**src/pkg/ues_defines.svh**
```systemverilog
// Purpose: constants for the uncorrectable error severity block
// Assumes: 32-bit AXI4-Lite register bus, byte addresses
// Notes:   severity register at its printed offset, extra registers nearby
//
// Behaviour
// [RULE1] Unmasked event with severity one is reported as fatal.
// [RULE2] Unmasked event with severity zero is reported as non-fatal uncorrectable.
// [RULE3] Severity only matters when the class mask bit is clear.
// [RULE4] Severity bits sit at 4, 5, 12, 13, 16, 17, 18, 19, 20.
// [RULE5] Link protocol, surprise down, flow control, overflow, malformed reset to one.
// [RULE6] Poisoned, unexpected completion, end-to-end CRC, unsupported request reset to zero.
// [RULE7] Bit 14 completion time-out is read-only zero.
// [RULE8] Bit 15 completer abort is read-only zero.
// [RULE9] Bit 0 is writable sticky storage, resets zero, no reporting effect.
// [RULE10] Masked classes are neither logged nor reported.
// [RULE11] Reserved bits read zero and ignore writes.
// [RULE12] Writable bits are sticky: only a cold reset restores defaults.
`ifndef UES_DEFINES_SVH
`define UES_DEFINES_SVH

// ==========================================================================
// Register offsets
`define UES_OFF_SEVERITY 12'h10C
`define UES_OFF_MASK     12'h108
`define UES_OFF_IRQ_STAT 12'h120
`define UES_OFF_IRQ_MASK 12'h124

// ==========================================================================
// Severity field layout and defaults
`define UES_WR_MASK      32'h001F3031
`define UES_CLASS_MASK   32'h001F3030
`define UES_SEV_RESET    32'h00062030

// ==========================================================================
// Interrupt status bits
`define UES_IRQ_FATAL    0
`define UES_IRQ_NONFATAL 1

`endif

```
**src/pkg/ues_pkg.sv**
```systemverilog
// Purpose: types for the uncorrectable error severity block
// Assumes: nothing beyond the defines header
// Notes:   none
package ues_pkg;
  typedef logic [31:0] ues_word_t;

  typedef struct packed {
    logic        aw_full;
    logic [11:0] aw_addr;
    logic        w_full;
    logic [31:0] w_data;
    logic [3:0]  w_strb;
    logic        bvalid;
    logic        bresp_err;
    logic        rvalid;
    logic        rresp_err;
    logic [31:0] rdata;
  } ues_bus_t;
endpackage : ues_pkg

```
**src/pkg/ues_err_if.sv**
```systemverilog
// Purpose: per-class error signals between classifier and register bank
// Assumes: single clock
// Notes:   none
`timescale 1ns/100ps
interface ues_err_if;
  logic [31:0] event_bits;
  logic [31:0] sev_bits;
  logic [31:0] mask_bits;
  logic        fatal;
  logic        nonfatal;
  logic [31:0] logged;

  modport bank (output sev_bits, output mask_bits, output event_bits,
                input fatal, input nonfatal, input logged);
  modport cls  (input sev_bits, input mask_bits, input event_bits,
                output fatal, output nonfatal, output logged);
endinterface : ues_err_if

```
**src/core/ues_classify.sv**
```systemverilog
// Purpose: turn per-class events into fatal and non-fatal reports
// Assumes: events are one-cycle pulses on aclk
// Notes:   outputs registered, one cycle after the event
`timescale 1ns/100ps
`include "ues_defines.svh"
module ues_classify
  import ues_pkg::*;
(
  // Clock and reset
  input wire logic aclk,
  input wire logic aresetn,
  // Error classes
  ues_err_if.cls   err
);
  typedef struct packed {
    logic        fatal;
    logic        nonfatal;
    logic [31:0] logged;
  } ues_cls_t;

  ues_cls_t st;
  ues_cls_t next_st;
  ues_word_t live;

  always_comb begin
    live = err.event_bits & ~err.mask_bits & `UES_CLASS_MASK; // [RULE3] [RULE10]
    next_st.fatal    = |(live & err.sev_bits);                 // [RULE1]
    next_st.nonfatal = |(live & ~err.sev_bits);                // [RULE2]
    next_st.logged   = live;                                   // [RULE10]
  end

  always_ff @(posedge aclk) begin
    if (!aresetn) begin
      st <= '0;
    end else begin
      st <= next_st;
    end
  end

  assign err.fatal    = st.fatal;
  assign err.nonfatal = st.nonfatal;
  assign err.logged   = st.logged;
endmodule : ues_classify

```
**src/core/ues_severity.sv**
```systemverilog
// Purpose: severity select register bank with AXI4-Lite slave and reporting
// Assumes: cold_resetn is the fundamental reset, aresetn may be a hot reset
// Notes:   unmapped addresses answer DECERR, reads of them return zero
//
// The implementer's own choice: the AXI4-Lite register port.
`timescale 1ns/100ps
`include "ues_defines.svh"
module ues_severity
  import ues_pkg::*;
(
  // Clock and resets
  input  wire logic        aclk,
  input  wire logic        aresetn,
  input  wire logic        cold_resetn,
  // AXI4-Lite write address
  input  wire logic        s_axi_awvalid,
  output logic             s_axi_awready,
  input  wire logic [11:0] s_axi_awaddr,
  // AXI4-Lite write data
  input  wire logic        s_axi_wvalid,
  output logic             s_axi_wready,
  input  wire logic [31:0] s_axi_wdata,
  input  wire logic [3:0]  s_axi_wstrb,
  // AXI4-Lite write response
  output logic             s_axi_bvalid,
  input  wire logic        s_axi_bready,
  output logic [1:0]       s_axi_bresp,
  // AXI4-Lite read address
  input  wire logic        s_axi_arvalid,
  output logic             s_axi_arready,
  input  wire logic [11:0] s_axi_araddr,
  // AXI4-Lite read data
  output logic             s_axi_rvalid,
  input  wire logic        s_axi_rready,
  output logic [31:0]      s_axi_rdata,
  output logic [1:0]       s_axi_rresp,
  // Error events from the port
  input  wire logic [31:0] error_event,
  // Reports toward the root complex
  output logic             report_fatal,
  output logic             report_nonfatal,
  output logic [31:0]      report_log,
  // Interrupt
  output logic             irq
);
  // ==========================================================================
  // State
  typedef struct packed {
    ues_bus_t  bus;
    ues_word_t irq_stat;
    ues_word_t irq_mask;
  } ues_state_t;

  // Sticky part lives under the cold reset only
  typedef struct packed {
    ues_word_t uncorrectable_error_severity_select;
    ues_word_t uncorrectable_error_mask_reg;
  } ues_sticky_t;

  ues_state_t  st;
  ues_state_t  next_st;
  ues_sticky_t sk;
  ues_sticky_t next_sk;

  ues_err_if err ();

  ues_classify u_classify (
    .aclk    (aclk),
    .aresetn (aresetn),
    .err     (err)
  );

  assign err.event_bits = error_event;
  assign err.sev_bits   = sk.uncorrectable_error_severity_select;
  assign err.mask_bits  = sk.uncorrectable_error_mask_reg;

  // ==========================================================================
  // Helpers
  function automatic ues_word_t merge(input ues_word_t old, input ues_word_t val,
                                      input logic [3:0] strb);
    ues_word_t r;
    r = old;
    for (int i = 0; i < 4; i++) begin
      if (strb[i]) begin
        r[i*8 +: 8] = val[i*8 +: 8];
      end
    end
    return r;
  endfunction : merge

  function automatic ues_word_t bytemask(input logic [3:0] strb);
    ues_word_t r;
    r = '0;
    for (int i = 0; i < 4; i++) begin
      r[i*8 +: 8] = {8{strb[i]}};
    end
    return r;
  endfunction : bytemask

  function automatic logic mapped(input logic [11:0] a);
    return a == `UES_OFF_SEVERITY || a == `UES_OFF_MASK ||
           a == `UES_OFF_IRQ_STAT || a == `UES_OFF_IRQ_MASK;
  endfunction : mapped

  logic      do_write;
  logic      do_read;
  ues_word_t rd_word;
  ues_word_t events;

  assign s_axi_awready = !st.bus.aw_full;
  assign s_axi_wready  = !st.bus.w_full;
  assign s_axi_arready = !st.bus.rvalid;
  assign do_write      = st.bus.aw_full && st.bus.w_full && !st.bus.bvalid;
  assign do_read       = s_axi_arvalid && !st.bus.rvalid;

  always_comb begin
    unique case (s_axi_araddr)
      `UES_OFF_SEVERITY: rd_word =
        sk.uncorrectable_error_severity_select & `UES_WR_MASK; // [RULE7] [RULE8] [RULE11]
      `UES_OFF_MASK:     rd_word = sk.uncorrectable_error_mask_reg & `UES_WR_MASK;
      `UES_OFF_IRQ_STAT: rd_word = st.irq_stat;
      `UES_OFF_IRQ_MASK: rd_word = st.irq_mask;
      default:           rd_word = '0;
    endcase
  end

  // ==========================================================================
  // Bus and interrupt next state
  always_comb begin
    next_st = st;
    next_sk = sk;
    events  = '0;
    events[`UES_IRQ_FATAL]    = err.fatal;
    events[`UES_IRQ_NONFATAL] = err.nonfatal;

    if (s_axi_awvalid && !st.bus.aw_full) begin
      next_st.bus.aw_full = 1'b1;
      next_st.bus.aw_addr = s_axi_awaddr;
    end
    if (s_axi_wvalid && !st.bus.w_full) begin
      next_st.bus.w_full = 1'b1;
      next_st.bus.w_data = s_axi_wdata;
      next_st.bus.w_strb = s_axi_wstrb;
    end

    if (do_write) begin
      next_st.bus.aw_full   = 1'b0;
      next_st.bus.w_full    = 1'b0;
      next_st.bus.bvalid    = 1'b1;
      next_st.bus.bresp_err = !mapped(st.bus.aw_addr);
      unique case (st.bus.aw_addr)
        `UES_OFF_SEVERITY: next_sk.uncorrectable_error_severity_select =
          merge(sk.uncorrectable_error_severity_select, st.bus.w_data, st.bus.w_strb)
          & `UES_WR_MASK; // [RULE4] [RULE9] [RULE11]
        `UES_OFF_MASK: next_sk.uncorrectable_error_mask_reg =
          merge(sk.uncorrectable_error_mask_reg, st.bus.w_data, st.bus.w_strb) & `UES_WR_MASK;
        `UES_OFF_IRQ_STAT: next_st.irq_stat =
          st.irq_stat & ~(st.bus.w_data & bytemask(st.bus.w_strb));
        `UES_OFF_IRQ_MASK: next_st.irq_mask =
          merge(st.irq_mask, st.bus.w_data, st.bus.w_strb) & 32'h00000003;
        default: ;
      endcase
    end else if (st.bus.bvalid && s_axi_bready) begin
      next_st.bus.bvalid = 1'b0;
    end

    // Set wins over a clear in the same cycle
    next_st.irq_stat = next_st.irq_stat | events;

    if (do_read) begin
      next_st.bus.rvalid    = 1'b1;
      next_st.bus.rresp_err = !mapped(s_axi_araddr);
      next_st.bus.rdata     = rd_word;
    end else if (st.bus.rvalid && s_axi_rready) begin
      next_st.bus.rvalid = 1'b0;
    end
  end

  always_ff @(posedge aclk) begin
    if (!aresetn) begin
      st <= '0;
    end else begin
      st <= next_st;
    end
  end

  // Hot reset leaves severity and mask alone
  always_ff @(posedge aclk) begin
    if (!cold_resetn) begin
      sk.uncorrectable_error_severity_select <= `UES_SEV_RESET; // [RULE5] [RULE6] [RULE12]
      sk.uncorrectable_error_mask_reg        <= '0;
    end else begin
      sk <= next_sk;                                            // [RULE12]
    end
  end

  // ==========================================================================
  // Outputs
  assign s_axi_bvalid    = st.bus.bvalid;
  assign s_axi_bresp     = st.bus.bresp_err ? 2'h3 : 2'h0;
  assign s_axi_rvalid    = st.bus.rvalid;
  assign s_axi_rdata     = st.bus.rdata;
  assign s_axi_rresp     = st.bus.rresp_err ? 2'h3 : 2'h0;
  assign report_fatal    = err.fatal;                           // [RULE1]
  assign report_nonfatal = err.nonfatal;                        // [RULE2]
  assign report_log      = err.logged;                          // [RULE10]
  assign irq             = |(st.irq_stat & st.irq_mask);
endmodule : ues_severity

```
**config.mk**
```make
export PLATFORM = sky130hd
export DESIGN_NAME = ues_severity
export DESIGN_NICKNAME = d
export VERILOG_FILES = /design/src/pkg/ues_pkg.sv /design/src/pkg/ues_err_if.sv /design/src/core/ues_classify.sv /design/src/core/ues_severity.sv
export VERILOG_INCLUDE_DIRS = /design/src /design/src/pkg
export SDC_FILE = /design/constraint.sdc
export NUM_CORES = 1
export LEC_CHECK = 0
export BUFFER_PORTS_ARGS = -buffer_cell sky130_fd_sc_hd__clkbuf_2
export CORE_MARGIN = 3
export CORE_UTILIZATION = 45
export CTS_CLUSTER_SIZE = 40
export DETAILED_ROUTE_END_ITERATION = 10
export PLACE_DENSITY = 0.71
export SLEW_MARGIN = 10
export SYNTH_ARGS = -nofsm -noshare
export SYNTH_HDL_FRONTEND = slang
export SYNTH_SLANG_ARGS = --single-unit
```
**constraint.sdc**
```tcl
create_clock -name aclk -period 2.25 [get_ports aclk]
set_input_delay 0.45 -clock aclk [delete_from_list [all_inputs] [get_ports aclk]]
set_output_delay 0.45 -clock aclk [all_outputs]
set_load 0.01 [all_outputs]
```
==> metrics.cfg, run 1 <==
[run_status]
status=finished, final reports clean

[grt]
grt_pass1_vias=4667
grt_max_degree=76
antenna_found_initial=0
grtUsageTotal_pct=19.6
grt_pass1_wl_um=23200
gr-total-overflow=0

[setup_path]
critPathKind=reg2reg
crit_required_ns=2.60
end_kind=register
worstPathArrival_ns=2.16
startpoint_type=register
cp_max_fo=7

[synth]
yosysUniqueCellTypes=43
synth_commonest_cells=dfxtp_1, nand2_1, a21oi_1
syn_inst=719
synth.avg_cell_area_um2=8.46
netlist.area_leader.share_pct=49.7
ys_seq_area_share_pct=49.7
synth-main-ff-cell=dfxtp_1
synth_compound_area_share_pct=17.5
synth_xor_area_share_pct=0.144
synthAdderAreaFrac_pct=0
yosysTopAreaCell=dfxtp_1
ys_ff_latch=151
synth_area_leaders=dfxtp_1, nand2_1, a21oi_1
synth_top_family_by_area=simple AND/OR/NAND/NOR gates
syn_area_mm2=0.00608
ys_warn_count=0
synth_edf_count=0
yosys.area_share.simple_pct=22.1
yosysMostFrequentCell=dfxtp_1
async_reset_ff_share_pct=0
synth.area.mux_share_pct=0

[sta]
clock_skew_ns=0.00912
fmax_mhz=552
finalMaxSlewViolations=0
setup_ws_ns=0.438
tightest_slew_ns=0.647
finalCritPeriodShare_pct=80.5
max_slew_margin_pct=56.8
fin_setup_tns_ns=0
finalCriticalPeriod_ns=1.81
final_hold_viol_count=0
setup_viol=0
rsz0062_at_grt=no

[min_path]
holdCritPathClass=in2reg

[placement]
io_buffers=129
hpwl_um=10200
routabilityCongestion=0.821
place_ws_ns=0.0121
dp.cells=964

[clock_tree]
clock_latency_ns=0.42
cts_tree=done
cts_root_buf=clkbuf_16
hold_buffers=0
post_cts_buffers=0
cts.path.max_buffers=2
cts_buffers=17
cts_resized=0
clock_sinks=151
cts.reportedPaths.clkPinSlew_ns=0.06
htreeDepth=4

[final_layout]
drive_above_1_share_pct=23.5
final_util_pct=56.2
instances_no_fill=995
final_nets=911
nFillCells=1257
area_delta_synth_final_pct=19.5
num_antenna_cells=0

[floorplanning]
dieArea_mm2=0.0150
core_area_mm2=0.0129
die_x_um=122
start_util_pct=47.1
die_h_um=122
io_pins=176
rows=41

[power_and_ir_drop]
ir_worst_vdd_uv=538
p_leak_uw=0.00293
powerDensity_mw_per_mm2=876

[routing]
detail-route-antenna-nets=0
dr.first_iter.drc_count=314
num_vias=5118
drt-total-wl_um=14400
dr.pass1.iters=5
routedWlPerCell_um=14.4
drc=0
viasPerCell=5.14

[run]
maxCapViolations=0

-- through the flow --
step	total power (µW)	area (µm²)	hold WS (ns)
after CTS	6420	7270	0.228
after floorplan	3110	6170	0.403
after detailed placement	3250	6610	0.413
after global routing	6580	7270	0.228
after global placement	3250	6610	0.408
final	6370	7270	0.242
-- cell usage in the layout, fill, tap and decap left out, types with 6 or more instances in the layout --
| cell | Yosys | routed |
|---|---|---|
| clkbuf_2 | 1 | 129 |
| a21oi_1 | 99 | 99 |
| inv_1 | 8 | 8 |
| a22oi_1 | 32 | 32 |
| nand2_1 | 143 | 143 |
| a22o_1 | 10 | 10 |
| bufinv_16 | 0 | 6 |
| nand3b_1 | 9 | 9 |
| clkbuf_16 | 0 | 17 |
| nand3_1 | 28 | 28 |
| dfxtp_1 | 151 | 151 |
| buf_4 | 59 | 21 |
| o21ai_1 | 9 | 9 |
| nor3b_1 | 18 | 18 |
| conb_1 | 1 | 23 |
| o21ai_0 | 27 | 27 |
| nor2_1 | 28 | 28 |
-- critical path, stage by stage, from the launching register on --
cell and delay [ns]:
dfxtp_1 0.35, nor4bb_1 0.56, nor2b_1 0.36, buf_4 0.22, nand3_1 0.09, a21oi_1 0.15
-- cell type report --
| class | instances | area, µm² | area share [%] |
|---|---|---|---|
| well taps | 172 | 215 | 2.96 |
| multi-input cells | 481 | 2510 | 34.5 |
| clock buffers | 19 | 443 | 6.09 |
| repair buffers | 151 | 823 | 11.3 |
| flip-flops and latches | 151 | 3020 | 41.6 |
| inverters | 9 | 33.8 | 0.465 |
| clock inverters | 12 | 223 | 3.06 |
-- where the power goes --
| part | internal, µW | total, µW | switching (µW) |
|---|---|---|---|
| Clock | 2100 | 3170 | 1070 |
| Combinational | 154 | 391 | 238 |
| Sequential | 2750 | 2800 | 55.3 |
| Total | 5010 | 6370 | 1360 |
-- per-layer routing --
layer	global-route usage [%]	share of wire [%]	up-vias
met2	29.9	44	189
met4	7.98	1.5	0
met3	4.47	7.3	16
met1	26.9	47	2327
li1	-	-	2586
met5	0	0	-
-- flip-flops by register name, indices dropped and copies added (netlist names) --
| register | flops |
|---|---|
| st | 86 |
| err.mask_bits | 10 |
| err.sev_bits | 10 |
| u_classify.err.logged | 9 |
| u_classify.err.nonfatal | 1 |
| s_axi_rvalid | 1 |
| s_axi_rdata | 32 |
| u_classify.err.fatal | 1 |
| s_axi_bvalid | 1 |
-- final timing paths --
path | cells past startpoint | endpoint | slack (ns) | from
max | 5 | err.mask_bits[17]$_SDFFE_PN0P_ | 0.44 | st[145]$_SDFFE_PN0P_
min | 3 | st[130]$_SDFFE_PN0P_ | 0.24 | s_axi_wdata[26]
max reg2reg | 5 | err.mask_bits[17]$_SDFFE_PN0P_ | 0.44 | st[145]$_SDFFE_PN0P_
min reg2reg | 1 | st[40]$_SDFFE_PN0P_ | 0.42 | st[112]$_SDFFE_PN0P_
-- cells by family (layout without fill, tap and decap cells) --
logic type,count (synthesis),after routing
other,1,23
xor gates and xnor gates,1,1
buffers and inverters,109,191
and+or+nand+nor,272,272
DFF,151,151
AOI/OAI and AO/OA,185,185
(Power assumes the default switching activity.)
==> run 2: changes to the inputs <==
ABC_AREA = 1   (was default)
PLACE_DENSITY = 0.73   (was 0.71)
clock period = 1.6 ns   (was 2.25 ns; I/O delays follow)
==> metrics.cfg, run 2 <==
[clock_tree]
clock_sinks=151
cts.path.max_buffers=2
hold_buffers=0
cts_buffers=17
cts_root_buf=clkbuf_16
cts.reportedPaths.clkPinSlew_ns=0.06
clock_latency_ns=0.42
cts_tree=done
htreeDepth=4

[routing]
detail-route-antenna-nets=0
num_vias=5552
dr.first_iter.drc_count=355
viasPerCell=4.89
routedWlPerCell_um=13.6
drt-total-wl_um=15400
dr.pass1.iters=5
drc=0

[grt]
grtUsageTotal_pct=19.5
grt_pass1_wl_um=25300
grt_max_degree=46
antenna_found_initial=0
grt_pass1_vias=5165
gr-total-overflow=0

[synth]
synth-main-ff-cell=dfxtp_1
ys_warn_count=0
synth_commonest_cells=dfxtp_1, nand3_1, nor2_1
yosysMostFrequentCell=dfxtp_1
ys_seq_area_share_pct=46.7
yosysTopAreaCell=dfxtp_1
syn_area_mm2=0.00648
netlist.area_leader.share_pct=46.7
async_reset_ff_share_pct=0
synth.avg_cell_area_um2=7.65
yosysUniqueCellTypes=36
syn_inst=847
synth_edf_count=0
ys_ff_latch=151
synth_area_leaders=dfxtp_1, nand3_1, buf_4

[power_and_ir_drop]
power_uw=8570
ir_worst_vdd_uv=711
powerDensity_mw_per_mm2=1120
p_leak_uw=0.00362

[sta]
rsz0062_at_grt=yes
max_slew_margin_pct=65.3
finalCriticalPeriod_ns=1.50
final_hold_viol_count=0
fmax_mhz=666
setup_viol=0
finalCritPeriodShare_pct=93.9
finalMaxSlewViolations=0
tightest_slew_ns=0.520
clock_skew_ns=0.00896

[floorplanning]
rows=43
die_x_um=126
die_h_um=126
start_util_pct=46.3
io_pins=176
dieArea_mm2=0.0159
core_area_mm2=0.0140

[setup_path]
rr_endpoint=err.mask_bits[13]$_SDFFE_PN0P_
startpoint_type=register
regToRegStartpoint=st[143]$_SDFFE_PN0P_
cp_max_fo=4
reg2regPathDepth=6
critPathMaxStageDelay_ns=0.34
crit_required_ns=1.88
r2r_slack_ns=0.1
path_cells=nor2_4, nand3_2, nor3_4, nand2_1, o21ai_0, nor2_1
end_kind=register
worstPathArrival_ns=1.78
critPathKind=reg2reg
crit_path_top_delay_cell=dfxtp_1

[final_layout]
largest_register=st
num_antenna_cells=0
final_common_cell=dfxtp_1
final_nets=1042
largest_reg_flops=86
final_util_pct=54.6
area_delta_synth_final_pct=18.0
layout_common_cells=dfxtp_1, clkbuf_2, nand3_1, nor2_1, nand2_1
drive_above_1_share_pct=22.7

[min_path]
hold_start=s_axi_wdata[29]
hold_depth=3
hold_end=st[133]$_SDFFE_PN0P_
holdCritPathClass=in2reg

[placement]
hpwl_um=10900
io_buffers=129
routabilityCongestion=0.813

[run_status]
status=finished, final reports clean

[run]
maxCapViolations=0

## run 2: cell types whose count changed in the layout (fill, tap and decap cells not counted), sizes merged, moves of 6 or more
cell and delta:
a22oi -32, o21ai +32, nand3 +89, nand3b -9, inv +71, o211ai +13
nor2 +91, a21oi -40, nor3b -22, clkbuf +6, nand2 -33, a22o -9
## run 2: kinds of logic (layout without fill, tap and decap cells)
group | Yosys count | after routing | share of synthesized area [%]
and+or+nand+nor | 364 | 364 | 26.3
buffers and inverters | 182 | 268 | 14.7
DFF | 151 | 151 | 46.7
AOI/OAI and AO/OA | 149 | 149 | 12.2
other | 1 | 23 | 0.0579
## run 2: repair_timing
item | CTS | global route
setup buffers | 0 | 1
endpoints found under the setup margin | 0 | 31
gates resized for setup | 0 | 12
## run 2: how the worst max path moves through the flow
stage / from / end / cells after the start
after floorplan: st[146]$_SDFFE_PN0P_ / st[48]$_SDFFE_PN0P_ / 7
after global placement: st[146]$_SDFFE_PN0P_ / st[36]$_SDFFE_PN0P_ / 8
after detailed placement: st[146]$_SDFFE_PN0P_ / st[38]$_SDFFE_PN0P_ / 8
after CTS: st[146]$_SDFFE_PN0P_ / err.mask_bits[19]$_SDFFE_PN0P_ / 6
after global routing: st[141]$_SDFFE_PN0P_ / st[38]$_SDFFE_PN0P_ / 8
final: st[143]$_SDFFE_PN0P_ / err.mask_bits[13]$_SDFFE_PN0P_ / 6
## run 2: report_power, final
part	internal [µW]	switching (µW)
sequential	3890	94.5
clock	2460	1470
combinational	230	429
## run 2: cell type report
cell class	count	area (µm²)
clock inverter	7	91.3
timing repair buffer	153	867
tap	180	225
sequential	151	3020
inverter	83	312
multi-input combinational	536	2630
fill	1356	6350
clock buffer	25	495
## run 2: critical path, delay by kind of cell, from the launching register on
kind | cells | cell delay [ns]
flops | 1 | 0.34
compound gates | 1 | 0.19
simple gates | 5 | 0.85
## run 2: layer usage
layer	up-vias	global-route usage (%)	share of wire, %
li1	2878	-	-
met1	2478	26.2	45
met3	16	5.60	7.4
met2	180	30.8	46
met5	-	0	0
met4	0	5.49	1.2
## run 2: per-stage QoR
step                      setup TNS (ns)  hold WS [ns]  setup WS (ns)  cell area, µm²  instances
after floorplan                        0         0.404          0.303            6560        869
after global routing              -0.130         0.122        -0.0509            7640       1135
after detailed placement               0         0.445         0.0651            7000       1102
final                                  0         0.125         0.0979            7640       1135
after global placement                 0         0.438          0.105            7000       1102
after CTS                              0         0.109         0.0517            7590       1134
==> run 3: changes to the inputs <==
CTS_BUF_LIST = sky130_fd_sc_hd__clkbuf_4 sky130_fd_sc_hd__clkbuf_8   (was default)
==> metrics.cfg, run 3 (synthesis gave the netlist of run 2 again) <==
[sta]
finalMaxSlewViolations=0
setup_ws_ns=0.0956
final_hold_viol_count=0
finalCriticalPeriod_ns=1.50
max_slew_margin_pct=65.6
fin_setup_tns_ns=0
fmax_mhz=665
clock_skew_ns=0.0134
setup_viol=0
tightest_slew_ns=0.516
finalCritPeriodShare_pct=94.0
rsz0062_at_grt=yes

[final_layout]
instances_no_fill=1135
largest_reg_flops=86
final_common_cell=dfxtp_1
area_delta_synth_final_pct=15.2
largest_register=st
layout_common_cells=dfxtp_1, clkbuf_2, nand3_1, nor2_1, nand2_1
drive_above_1_share_pct=23.1
fin_area_mm2=0.00746
num_antenna_cells=0
final_nets=1042

[power_and_ir_drop]
ir_worst_vdd_uv=469
p_sw_uw=1860
power_uw=7600
powerDensity_mw_per_mm2=1020
netSwitchingFraction_pct=24.5
intPower_uw=5740
pwr-share-seq_pct=52.4
p_clk_share_pct=38.9
p_comb_share_pct=8.7
p_leak_uw=0.00355

[clock_tree]
hold_buffers=0
cts.path.max_buffers=2
htreeDepth=4
cts_tree=done
cts_root_buf=clkbuf_8
cts.reportedPaths.clkPinSlew_ns=0.08
clock_latency_ns=0.45
cts_buffers=17
clock_sinks=151

[floorplanning]
io_pins=176
die_x_um=126
start_util_pct=46.3
die_h_um=126
rows=43
core_area_mm2=0.0140
dieArea_mm2=0.0159

[routing]
num_vias=5525
dr.first_iter.drc_count=339
viasPerCell=4.87
routedWlPerCell_um=13.5
drc=0
detail-route-antenna-nets=0
dr.pass1.iters=5
drt-total-wl_um=15300

[placement]
dp.cells=1102
dpl_cell_area_mm2=0.00700
hpwl_um=10900
routabilityCongestion=0.813
io_buffers=129
place_ws_ns=0.0651

[grt]
grt_pass1_wl_um=25000
grt_pass1_vias=5113
gr-total-overflow=0
grtUsageTotal_pct=19.3
antenna_found_initial=0
grt_max_degree=46

[setup_path]
path_cells=nor2_4, nand3_2, nor3_4, nand2_1, o21ai_0, nor2_1
crit_path_top_delay_cell=dfxtp_1
cp_max_fo=4
crit_required_ns=1.91
startpoint_type=register
worstPathArrival_ns=1.82
critPathKind=reg2reg
critPathMaxStageDelay_ns=0.35
end_kind=register

[run]
maxCapViolations=0

[min_path]
holdCritPathClass=in2reg

[run_status]
status=finished, final reports clean

==> run 3: what timing repair did <==
item                                    4_1_cts  5_1_grt
setup buffers                                 0        1
endpoints found under the setup margin        0       31
resized for setup                             0       12
==> run 3: power groups by stage <==
stage                     logic, µW  clock network (µW)  registers (µW)
after detailed placement        646                   0            4070
after floorplan                 449                   0            4050
after CTS                       650                3040            3980
final                           661                2960            3980
after global placement          636                   0            4060
after global routing            745                3200            4000
==> run 3: layout make-up <==
cell class,count,area (µm²)
fillers,1378,6530
well taps,180,225
inverters,83,312
repair buffers,153,867
clock inverters,7,91.3
clock buffers,25,319
multi-input cells,536,2630
flip-flops and latches,151,3020
==> run 3: metal layers <==
metal  GRT usage, %  part of all wire [%]
met1           26.2                    48
met3           5.43                   6.2
met5              0                     0
met4           4.73                  0.95
met2           30.5                    45
==> run 3: path summary, 6_finish.rpt <==
| check | slack [ns] | end | depth (start not counted) | startpoint |
|---|---|---|---|---|
| worst max-delay path | 0.1 | err.mask_bits[13]$_SDFFE_PN0P_ | 6 | st[143]$_SDFFE_PN0P_ |
| worst max register to register | 0.1 | err.mask_bits[13]$_SDFFE_PN0P_ | 6 | st[143]$_SDFFE_PN0P_ |
| worst min register to register | 0.46 | st[48]$_SDFFE_PN0P_ | 2 | st[48]$_SDFFE_PN0P_ |
| worst min-delay path | 0.09 | st[147]$_SDFFE_PN0P_ | 3 | s_axi_awaddr[10] |
==> run 3: metrics by stage <==
step	hold slack (ns)	util, %
floorplan	0.404	-
global placement	0.438	50.0
detailed placement	0.445	50.0
CTS	0.0575	53.0
global route	0.0750	53.4
finish	0.0911	53.4
==> run 3: critical path: cells and delay by family (launching register included) <==
| family | cells | cell delay, ns |
|---|---|---|
| flops | 1 | 0.35 |
| simple gates | 5 | 0.83 |
| compound gates | 1 | 0.19 |
